<file path="src/adc_seq_defs.vh">
// constants for the converter sequencer: offsets, fields, resets, timing
`ifndef ADC_SEQ_DEFS_VH
`define ADC_SEQ_DEFS_VH
// register offsets
`define OFS_CTRL_FIRST 4'h0
`define OFS_CTRL_THIRD 4'h1
`define OFS_RES_HIGH 4'h2
`define OFS_RES_LOW 4'h3
`define OFS_FLAGS 4'h4
`define OFS_PWM_IRQ_EN 4'h5
`define OFS_SYS_CFG 4'h6
// converter_control_first fields
`define BIT_ENABLE 0
`define BIT_GO 1
// flags register fields
`define BIT_DONE_FLAG 0
`define BIT_ACTIVE 1
// system config fields
`define BIT_RC_CLK 0
`define BIT_IRQ_EN 1
`define BIT_PWM_IRQ_MODE 2
// reset values
`define RST_CTRL_FIRST 8'h00
`define RST_CTRL_THIRD 8'h00
`define RST_SYS_CFG 8'h00
`define RST_PWM_IRQ_EN 8'h00
// timing: cycles per resolved bit
`define BIT_TIME_NS 16
`define CLK_PERIOD_NS 4
`define BIT_CYCLES (((`BIT_TIME_NS) + (`CLK_PERIOD_NS) - 1) / (`CLK_PERIOD_NS))
`endif

</file>
<file path="src/adc_conversion_sequencer.v">
// successive approximation sequencer with register port and triggers
//
// Our own choices: strobed register access and the address map.
`default_nettype none
`include "adc_seq_defs.vh"
module adc_conversion_sequencer #(
   parameter RES_BITS = 10,
   parameter BIT_CYC = `BIT_CYCLES
) (
   // clock and control
   input wire clk,
   input wire rst,
   input wire ce,
   // register port
   input wire [3:0] addr,
   input wire [7:0] wdata,
   input wire wr,
   input wire rd,
   output reg [7:0] rdata,
   // system state
   input wire sleep_exec,
   // analog comparator from the dac array
   input wire cmp_in,
   // trigger sources
   input wire timer0_wrap_pulse,
   input wire timer1_wrap_pulse,
   input wire timer2_period_match,
   input wire comparator_one_synced_out,
   input wire comparator_two_synced_out,
   input wire [3:0] pwm_offset_match,
   input wire [15:0] pwm_irq_events,
   input wire conversion_trigger_pin,
   input wire waveform_gen_input_pin,
   // outputs
   output reg analog_power,
   output reg [RES_BITS-1:0] dac_code,
   output reg wake_request,
   output reg conversion_done_flag
);
   // ==========================================
   // states
   localparam [1:0] ST_IDLE = 2'b01;
   localparam [1:0] ST_CONV = 2'b10;
   // counter end points; sliced where they meet narrower registers
   localparam integer TOP_IDX = RES_BITS - 1;
   localparam integer LAST_CYC = BIT_CYC - 1;

   // ==========================================
   // pin synchronisers
   // the comparator decision is two cycles old when a bit tick reads it
   reg [1:0] trig_pin_s_reg;
   reg [1:0] cwg_pin_s_reg;
   reg [1:0] cmp_s_reg;
   always @(posedge clk) begin
      if (rst) begin
         trig_pin_s_reg <= 2'b00;
         cwg_pin_s_reg <= 2'b00;
         cmp_s_reg <= 2'b00;
      end else if (ce) begin
         trig_pin_s_reg <= {trig_pin_s_reg[0], conversion_trigger_pin};
         cwg_pin_s_reg <= {cwg_pin_s_reg[0], waveform_gen_input_pin};
         cmp_s_reg <= {cmp_s_reg[0], cmp_in};
      end
   end

   // ==========================================
   // registers
   // software visible settings
   reg converter_enable;
   reg [3:0] trigger_select_field;
   reg rc_clk_sel_reg;
   reg irq_en_reg;
   reg pwm_irq_mode_reg;
   reg [3:0] pwm_irq_enable_reg [0:3];

   // sequencer state; powered_down_reg leaves the enable bit untouched in sleep
   reg [RES_BITS-1:0] result_reg;
   reg [1:0] state_reg;
   reg [RES_BITS-1:0] sar_reg;
   reg [3:0] bit_idx_reg;
   reg [7:0] cyc_reg;
   reg powered_down_reg;

   // pwm trigger: direct offset match or masked interrupts, per unit
   reg [3:0] pwm_trig;
   integer u;
   always @* begin
      pwm_trig = 4'h0;
      for (u = 0; u < 4; u = u + 1) begin
         pwm_trig[u] = pwm_irq_mode_reg ? |(pwm_irq_events[u*4 +: 4] & pwm_irq_enable_reg[u])
            : pwm_offset_match[u];
      end
   end

   // source order follows the select encoding
   wire [14:0] sources = {cwg_pin_s_reg[1], trig_pin_s_reg[1],
      pwm_trig[3], pwm_offset_match[3], pwm_trig[2], pwm_offset_match[2],
      pwm_trig[1], pwm_offset_match[1], pwm_trig[0], pwm_offset_match[0],
      comparator_two_synced_out, comparator_one_synced_out,
      timer2_period_match, timer1_wrap_pulse, timer0_wrap_pulse};
   wire trig_edge;
   trigger_select u_trig (
      .clk(clk),
      .rst(rst),
      .ce(ce),
      .sel(trigger_select_field),
      .sources(sources),
      .edge_pulse(trig_edge)
   );

   // fill unresolved low bits with the last resolved bit
   function [RES_BITS-1:0] fill_partial;
      input [RES_BITS-1:0] v;
      input [3:0] idx;
      integer k;
      begin
         fill_partial = v;
         if (idx < RES_BITS - 1) begin
            for (k = 0; k < RES_BITS; k = k + 1) begin
               if (k <= idx) fill_partial[k] = v[idx + 1];
            end
         end
      end
   endfunction

   // drop the trial bit when the input sits at or below the trial code
   function [RES_BITS-1:0] resolve_bit;
      input [RES_BITS-1:0] code;
      input [3:0] idx;
      input keep;
      begin
         resolve_bit = code;
         if (!keep) resolve_bit[idx] = 1'b0;
      end
   endfunction

   // ==========================================
   // decoded strobes
   // bus decode; go needs the enable bit in the same write, so a write that
   // disables cannot start a conversion on its way out
   wire wr_first = wr && addr == `OFS_CTRL_FIRST;
   wire go_write = wr_first && wdata[`BIT_GO] && wdata[`BIT_ENABLE];
   wire go_clear = wr_first && !wdata[`BIT_GO];
   wire flag_clr = wr && addr == `OFS_FLAGS && !wdata[`BIT_DONE_FLAG];

   // sequencer conditions
   wire busy = state_reg == ST_CONV;
   wire last_bit = bit_idx_reg == 4'h0;
   wire bit_tick = cyc_reg == LAST_CYC[7:0];
   wire usable = converter_enable && !powered_down_reg;
   wire sleep_abort = sleep_exec && !rc_clk_sel_reg;

   // events; done mirrors the last-bit branch of the sequencer exactly
   wire done_evt = busy && bit_tick && last_bit && converter_enable
      && !sleep_abort && !go_clear;
   wire start = !busy && usable && !sleep_abort && (go_write || trig_edge);

   // ==========================================
   // sequencer
   always @(posedge clk) begin
      if (rst) begin
         state_reg <= ST_IDLE;
         sar_reg <= {RES_BITS{1'b0}};
         bit_idx_reg <= 4'h0;
         cyc_reg <= 8'h00;
         result_reg <= {RES_BITS{1'b0}};
         dac_code <= {RES_BITS{1'b0}};
         conversion_done_flag <= 1'b0;
         wake_request <= 1'b0;
      end else if (ce) begin
         wake_request <= 1'b0;
         // set beats software clear
         if (done_evt)
            conversion_done_flag <= 1'b1;
         else if (flag_clr)
            conversion_done_flag <= 1'b0;
         case (state_reg)
            ST_IDLE: begin
               // a go write or a trigger edge starts from the top bit
               if (start) begin
                  state_reg <= ST_CONV;
                  bit_idx_reg <= TOP_IDX[3:0];
                  sar_reg <= {RES_BITS{1'b0}};
                  dac_code <= {1'b1, {(RES_BITS-1){1'b0}}};
                  cyc_reg <= 8'h00;
               end
            end
            ST_CONV: begin
               // aborts first, then one decision per bit tick
               if (sleep_abort || !converter_enable) begin
                  state_reg <= ST_IDLE;
               end else if (go_clear) begin
                  state_reg <= ST_IDLE;
                  result_reg <= fill_partial(sar_reg, bit_idx_reg);
               end else if (bit_tick) begin
                  cyc_reg <= 8'h00;
                  if (last_bit) begin
                     state_reg <= ST_IDLE;
                     result_reg <= resolve_bit(dac_code, bit_idx_reg, cmp_s_reg[1]);
                     if (sleep_exec && irq_en_reg)
                        wake_request <= 1'b1;
                  end else begin
                     sar_reg <= resolve_bit(dac_code, bit_idx_reg, cmp_s_reg[1]);
                     dac_code <= resolve_bit(dac_code, bit_idx_reg, cmp_s_reg[1])
                        | ({{(RES_BITS-1){1'b0}}, 1'b1} << (bit_idx_reg - 4'h1));
                     bit_idx_reg <= bit_idx_reg - 4'h1;
                  end
               end else begin
                  cyc_reg <= cyc_reg + 8'h01;
               end
            end
            default: state_reg <= ST_IDLE;
         endcase
      end
   end

   // ==========================================
   // sleep power-down; the enable bit keeps reading 1 throughout
   always @(posedge clk) begin
      if (rst) begin
         powered_down_reg <= 1'b0;
      end else if (ce) begin
         if (!converter_enable || !sleep_exec)
            powered_down_reg <= 1'b0;
         else if (sleep_abort)
            powered_down_reg <= 1'b1;
         else if (done_evt && !irq_en_reg)
            powered_down_reg <= 1'b1;
      end
   end

   // ==========================================
   // software registers
   integer p;
   always @(posedge clk) begin
      if (rst) begin
         converter_enable <= 1'b0;
         trigger_select_field <= 4'h0;
         rc_clk_sel_reg <= 1'b0;
         irq_en_reg <= 1'b0;
         pwm_irq_mode_reg <= 1'b0;
         for (p = 0; p < 4; p = p + 1) pwm_irq_enable_reg[p] <= 4'h0;
      end else if (ce && wr) begin
         // writes to read-only or unmapped offsets fall through harmlessly
         case (addr)
            `OFS_CTRL_FIRST: converter_enable <= wdata[`BIT_ENABLE];
            `OFS_CTRL_THIRD: trigger_select_field <= wdata[3:0];
            `OFS_SYS_CFG: begin
               rc_clk_sel_reg <= wdata[`BIT_RC_CLK];
               irq_en_reg <= wdata[`BIT_IRQ_EN];
               pwm_irq_mode_reg <= wdata[`BIT_PWM_IRQ_MODE];
            end
            `OFS_PWM_IRQ_EN: begin
               pwm_irq_enable_reg[wdata[5:4]] <= wdata[3:0];
            end
            default: begin
            end
         endcase
      end
   end

   // ==========================================
   // read data and power output, registered
   always @(posedge clk) begin
      if (rst) begin
         rdata <= 8'h00;
         analog_power <= 1'b0;
      end else if (ce) begin
         analog_power <= usable;
         // rdata falls back to zero unless a read was taken
         rdata <= 8'h00;
         if (rd) begin
            case (addr)
               `OFS_CTRL_FIRST: rdata <= {6'h00, busy, converter_enable};
               `OFS_CTRL_THIRD: rdata <= {4'h0, trigger_select_field};
               `OFS_RES_HIGH: rdata <= {6'h00, result_reg[9:8]};
               `OFS_RES_LOW: rdata <= result_reg[7:0];
               `OFS_FLAGS: rdata <= {6'h00, busy, conversion_done_flag};
               `OFS_SYS_CFG: rdata <= {5'h00, pwm_irq_mode_reg, irq_en_reg, rc_clk_sel_reg};
               default: rdata <= 8'h00;
            endcase
         end
      end
   end
endmodule
`default_nettype wire

</file>
<file path="src/trigger_select.v">
// trigger source selector with rising edge detection
`default_nettype none
module trigger_select (
   // clock and control
   input wire clk,
   input wire rst,
   input wire ce,
   // selection
   input wire [3:0] sel,
   input wire [14:0] sources,
   // edge pulse
   output reg edge_pulse
);
   // ==========================================
   // selection and edge detect
   reg last_reg;
   // code 15 has no source behind it and reads as a quiet line
   wire [15:0] padded = {1'b0, sources};
   wire cur = padded[sel];
   // a select change can produce one spurious edge; accepted as harmless
   always @(posedge clk) begin
      if (rst) begin
         last_reg <= 1'b0;
         edge_pulse <= 1'b0;
      end else if (ce) begin
         last_reg <= cur;
         edge_pulse <= cur & ~last_reg;
      end
   end
endmodule
`default_nettype wire

</file>
<file path="config.mk">
export PLATFORM = sky130hd
export DESIGN_NAME = adc_conversion_sequencer
export DESIGN_NICKNAME = d
export VERILOG_FILES = /design/src/adc_conversion_sequencer.v /design/src/trigger_select.v
export VERILOG_INCLUDE_DIRS = /design/src /design/src/src
export SDC_FILE = /design/constraint.sdc
export NUM_CORES = 1
export LEC_CHECK = 0
export ABC_AREA = 0
export BUFFER_PORTS_ARGS = -buffer_cell sky130_fd_sc_hd__buf_2
export CAP_MARGIN = 20
export CORE_MARGIN = 2
export CORE_UTILIZATION = 55
export CTS_CLUSTER_DIAMETER = 50
export DETAILED_ROUTE_END_ITERATION = 8
export HOLD_SLACK_MARGIN = 0.05
export PLACE_DENSITY = 0.77
export SLEW_MARGIN = 10
export SYNTH_ARGS = -nofsm -noshare
export SYNTH_HDL_FRONTEND = slang
export SYNTH_SLANG_ARGS = --single-unit
</file>
<file path="constraint.sdc">
create_clock -name clk -period 4.9 [get_ports clk]
set_input_delay 0.735 -clock clk [delete_from_list [all_inputs] [get_ports clk]]
set_output_delay 0.735 -clock clk [all_outputs]
set_load 0.01 [all_outputs]
</file>
==> results.txt <==
- FMAX: 0.298 GHz
* Share of total power in the clock network: 38.0%
* Cell with the largest stage delay on the worst path: o22ai_1
* Full die area: 0.00919 sq mm
* Post-synthesis register bit count: 88
* Number of buffers inserted to repair setup after CTS: 0
- The synthesized design devotes to its leading area cell type 31.1% of total area.
- In the global route stage, met2 resource usage came out at 38.9%.
* Nets: 634
- Post-synthesis area per instance: 8.61 sq um
- Ranked by total cell area, the synthesized netlist is headed by dfxtp_1 31%, edfxtp_1 10%, nor2_1 6.7%, nand2_1 4.4%, mux2i_1 4.3%.
* Share of flip-flops with an asynchronous set or reset: 0%
- Summed over all nets, the switching power comes to 315 uW.
- The core region is 0.00822 sq mm.
- For the worst setup path, the data required time is 5.18 ns.
- The flow ran to the end, and the final reports show no timing, DRC or antenna violations.
- Cell type group with the largest total delay on the critical path: compound AO/OA/AOI/OAI gates
- Using the TritonRoute via totals, the vias-per-cell ratio works out to 6.00.
* Hold WC Path Type: reg -> reg
- The count of nets left with antenna violations once routing finished came out at 0.
* Final period util: 68.5%
* Hold depth: 2
- Across all register-to-register paths, the minimum setup slack is 1.60 ns.
- Tightest Pin Transition: 1.04 ns
- Endpoints failing setup: 0
- Sequential fraction of design power: 56.5%
- Synth Net Count: 593
* Row count: 33
- Hold Path End: sar_reg[6]
* Max-Slew Margin vs Limit: 30.4%
- In this run, distinct cell masters in the synthesized netlist total 68.
- Critical Path AT: 3.64 ns
- STA classifies the critical path startpoint as an input port.
* CTS resizes: 0
- The synthesized design contains 16 enable-type register cells.
- Across the VDD grid, the largest voltage drop is 0.144 mV.
* Count of max-cap constraint violations: 0
- The number of global-route vias before repair came to 3819.
* Global-route wire length before repair: 18.1 mm
- Global routing finished with a remaining overflow of 0.
- Number of instances in the synthesized netlist: 539
* Overall power of the completed layout: 1330 uW
* Global router's overall resource usage: 25.1%
- CTS root buf: clkbuf_8
* Mean routed wirelength per cell: 16.3 um
- In this run switching power makes up 23.7% of total power.
* Maximum number of buffers from clock root to sink: 2
* Worst-path clk slew: 0.08 ns
- Effective utilization at floorplan: 56.5%
- Accumulated negative setup slack: 0 ns
- The number of buffers and inverters on the critical path is 1.
* CTS sink count: 88
* Fraction of final layout cells with drive strength greater than 1: 16.9%
* R2R cell count: 6
* H-tree levels: 3
* GR Layer Usage met3: 4.54%
* Total CTS buffers: 9
* Register area share after synthesis: 41.4%
* Endpoint of the lowest-slack register-to-register path: sar_reg[8]
- The die is 95.9 um tall.
- Most utilized layer in the global route result: met2
- Pint: 1010 uW
- Top-level port count: 67
- HPWL after DPL: 8.00 mm
* DR iter-0 viols: 338
- The number of hold buffers added after CTS was 0.
- The die is 95.9 um wide.
- Worst path cell trace: buf_2 > nand3b_1 > or4b_1 > o22ai_1 > o21ai_2 > or3_1 > a21oi_1
- The startpoint identified for the worst register-to-register timing path is state_reg[1].
- Power per Cell Area: 258 mW/mm^2
- For this block, the via count after detailed routing is 4139.
- The synthesized design spends more area on one cell type than any other, namely dfxtp_1.
- Number of endpoints with negative hold slack in the final report: 0
- Fin crit period: 3.36 ns
* Pin count of the biggest net entering global routing: 75
- Critical path class: in -> reg
* Kind of capture point of the worst setup path: flip-flop
* Number of warnings issued by yosys: 0
- Number of design rule violations left after detail routing: 0
- Post-Syn Area: 0.00464 sq mm
* Worst Hold Launch: sar_reg[6]
- Highest net fanout along the worst path: 26
- The number of antenna diodes in the final layout is 0.
- The register with the most flip-flops in the layout has 16 of them.
- Leak: 0.00190 uW
- The congestion estimate from routability-driven global placement came to 0.903.
* Count of TritonRoute iterations in the first routing pass: 5
* Worst stage delay on the critical path: 0.75 ns
* RSZ-0062 raised after global routing: false
- Final max-slew violation count: 0
- Number of antenna violations at the first check in global routing: 0
- Met1 global-route usage: 34.9%
* TritonCTS clock tree: built
- For the worst-skew pair, the clock arrives at the later sink with an insertion delay of 0.36 ns.
- Input and output buffers added on the ports amount to 64.
* Post-synth top flop: dfxtp_1
- For the final database, setup skew stands at 0.0132 ns.
- Summed over all layers, the routed wires come to 11.2 mm.
- Area growth, synth to finish: 10.8%
- The share of total power dissipated in combinational logic is 5.5%.
## final cells by class
type / count / area, sq um
fill: 727 / 3080
multi-input combinational: 404 / 2510
sequential: 88 / 1920
timing repair buffer: 66 / 335
tap: 105 / 131
clock buffer: 10 / 128
clock inverter: 6 / 67.6
inverter: 11 / 41.3
## cells in the final DEF, fill, tap and decap left out, types with 4 or more instances in the layout
master | netlist | final
nand3_1 | 5 | 5
or3_1 | 4 | 4
nor3_1 | 19 | 19
ha_1 | 8 | 8
or2_2 | 5 | 5
dfxtp_1 | 72 | 72
buf_2 | 6 | 64
a211oi_1 | 10 | 10
o21ai_0 | 23 | 23
edfxtp_1 | 16 | 16
a31oi_1 | 6 | 6
nor3b_1 | 6 | 6
clkbuf_8 | 0 | 9
and2_1 | 16 | 16
a311oi_1 | 7 | 7
nand2_1 | 55 | 55
a32oi_1 | 5 | 5
inv_1 | 11 | 11
mux2i_1 | 20 | 20
nor2_1 | 83 | 83
a22oi_1 | 12 | 12
nor2b_1 | 5 | 5
xor2_1 | 7 | 7
nand4_1 | 11 | 11
a21oi_1 | 31 | 31
nand2b_1 | 7 | 7
## worst min-delay path, stage by stage (launching register included)
cell and delay [ns]:
dfxtp_1 0.32, nand2_1 0.05, a21oi_1 0.05
## synth_stat cells, types with 7 or more instances
library cell  count
o21ai_0          23
nor3_1           19
dfxtp_1          72
a21oi_1          31
nand2b_1          7
a22oi_1          12
nand2_1          55
inv_1            11
nor2_1           83
edfxtp_1         16
and2_1           16
clkbuf_1         24
mux2i_1          20
xor2_1            7
a211oi_1         10
nand4_1          11
ha_1              8
a311oi_1          7
## cells by family after synthesis
family | count (synthesis) | share of synthesized area [%]
mux | 25 | 6.90
xor+xnor | 10 | 1.89
compound gates | 133 | 20.0
simple gates | 228 | 23.2
fa+ha+maj | 8 | 2.16
flops | 88 | 41.4
buf+inv | 47 | 4.39
## routing by layer
metal	wire length [um]	up-vias
met2	5120	149
met3	800	16
met1	5160	1946
met5	0	-
li1	-	2028
met4	170	0
## through the flow
stage / instances / setup slack (ns) / instance area (sq um) / hold slack [ns] / utilization [%]
6_report: 690 / 1.54 / 5140 / 0.471 / 62.6
5_1_grt: 690 / 1.26 / 5140 / 0.497 / 62.6
4_1_cts: 690 / 1.53 / 5140 / 0.469 / 62.6
3_5_place_dp: 674 / 1.21 / 4940 / 0.458 / 60.2
3_3_place_gp: 674 / 1.27 / 4940 / 0.452 / 60.2
2_1_floorplan: 539 / 2.39 / 4640 / 0.437 / -
## how the worst max path moves through the flow
| stage | depth (start not counted) | slack, ns | startpoint | to |
|---|---|---|---|---|
| floorplan | 10 | 2.39 | bit_idx_reg[0] | result_reg[4] |
| global route | 7 | 1.26 | ce | dac_code[9] |
| global placement | 7 | 1.27 | ce | dac_code[9] |
| finish | 7 | 1.54 | ce | sar_reg[8] |
| CTS | 7 | 1.53 | ce | sar_reg[8] |
| detailed placement | 7 | 1.21 | ce | dac_code[9] |
## power by group through the flow
stage | clock (uW) | sequential [uW] | combinational [uW]
global placement | 0 | 767 | 70.5
finish | 504 | 751 | 73.1
detailed placement | 0 | 768 | 72.5
CTS | 509 | 751 | 72.7
global route | 544 | 752 | 80.5
floorplan | 0 | 766 | 42.2
(Power assumes the default switching activity.)
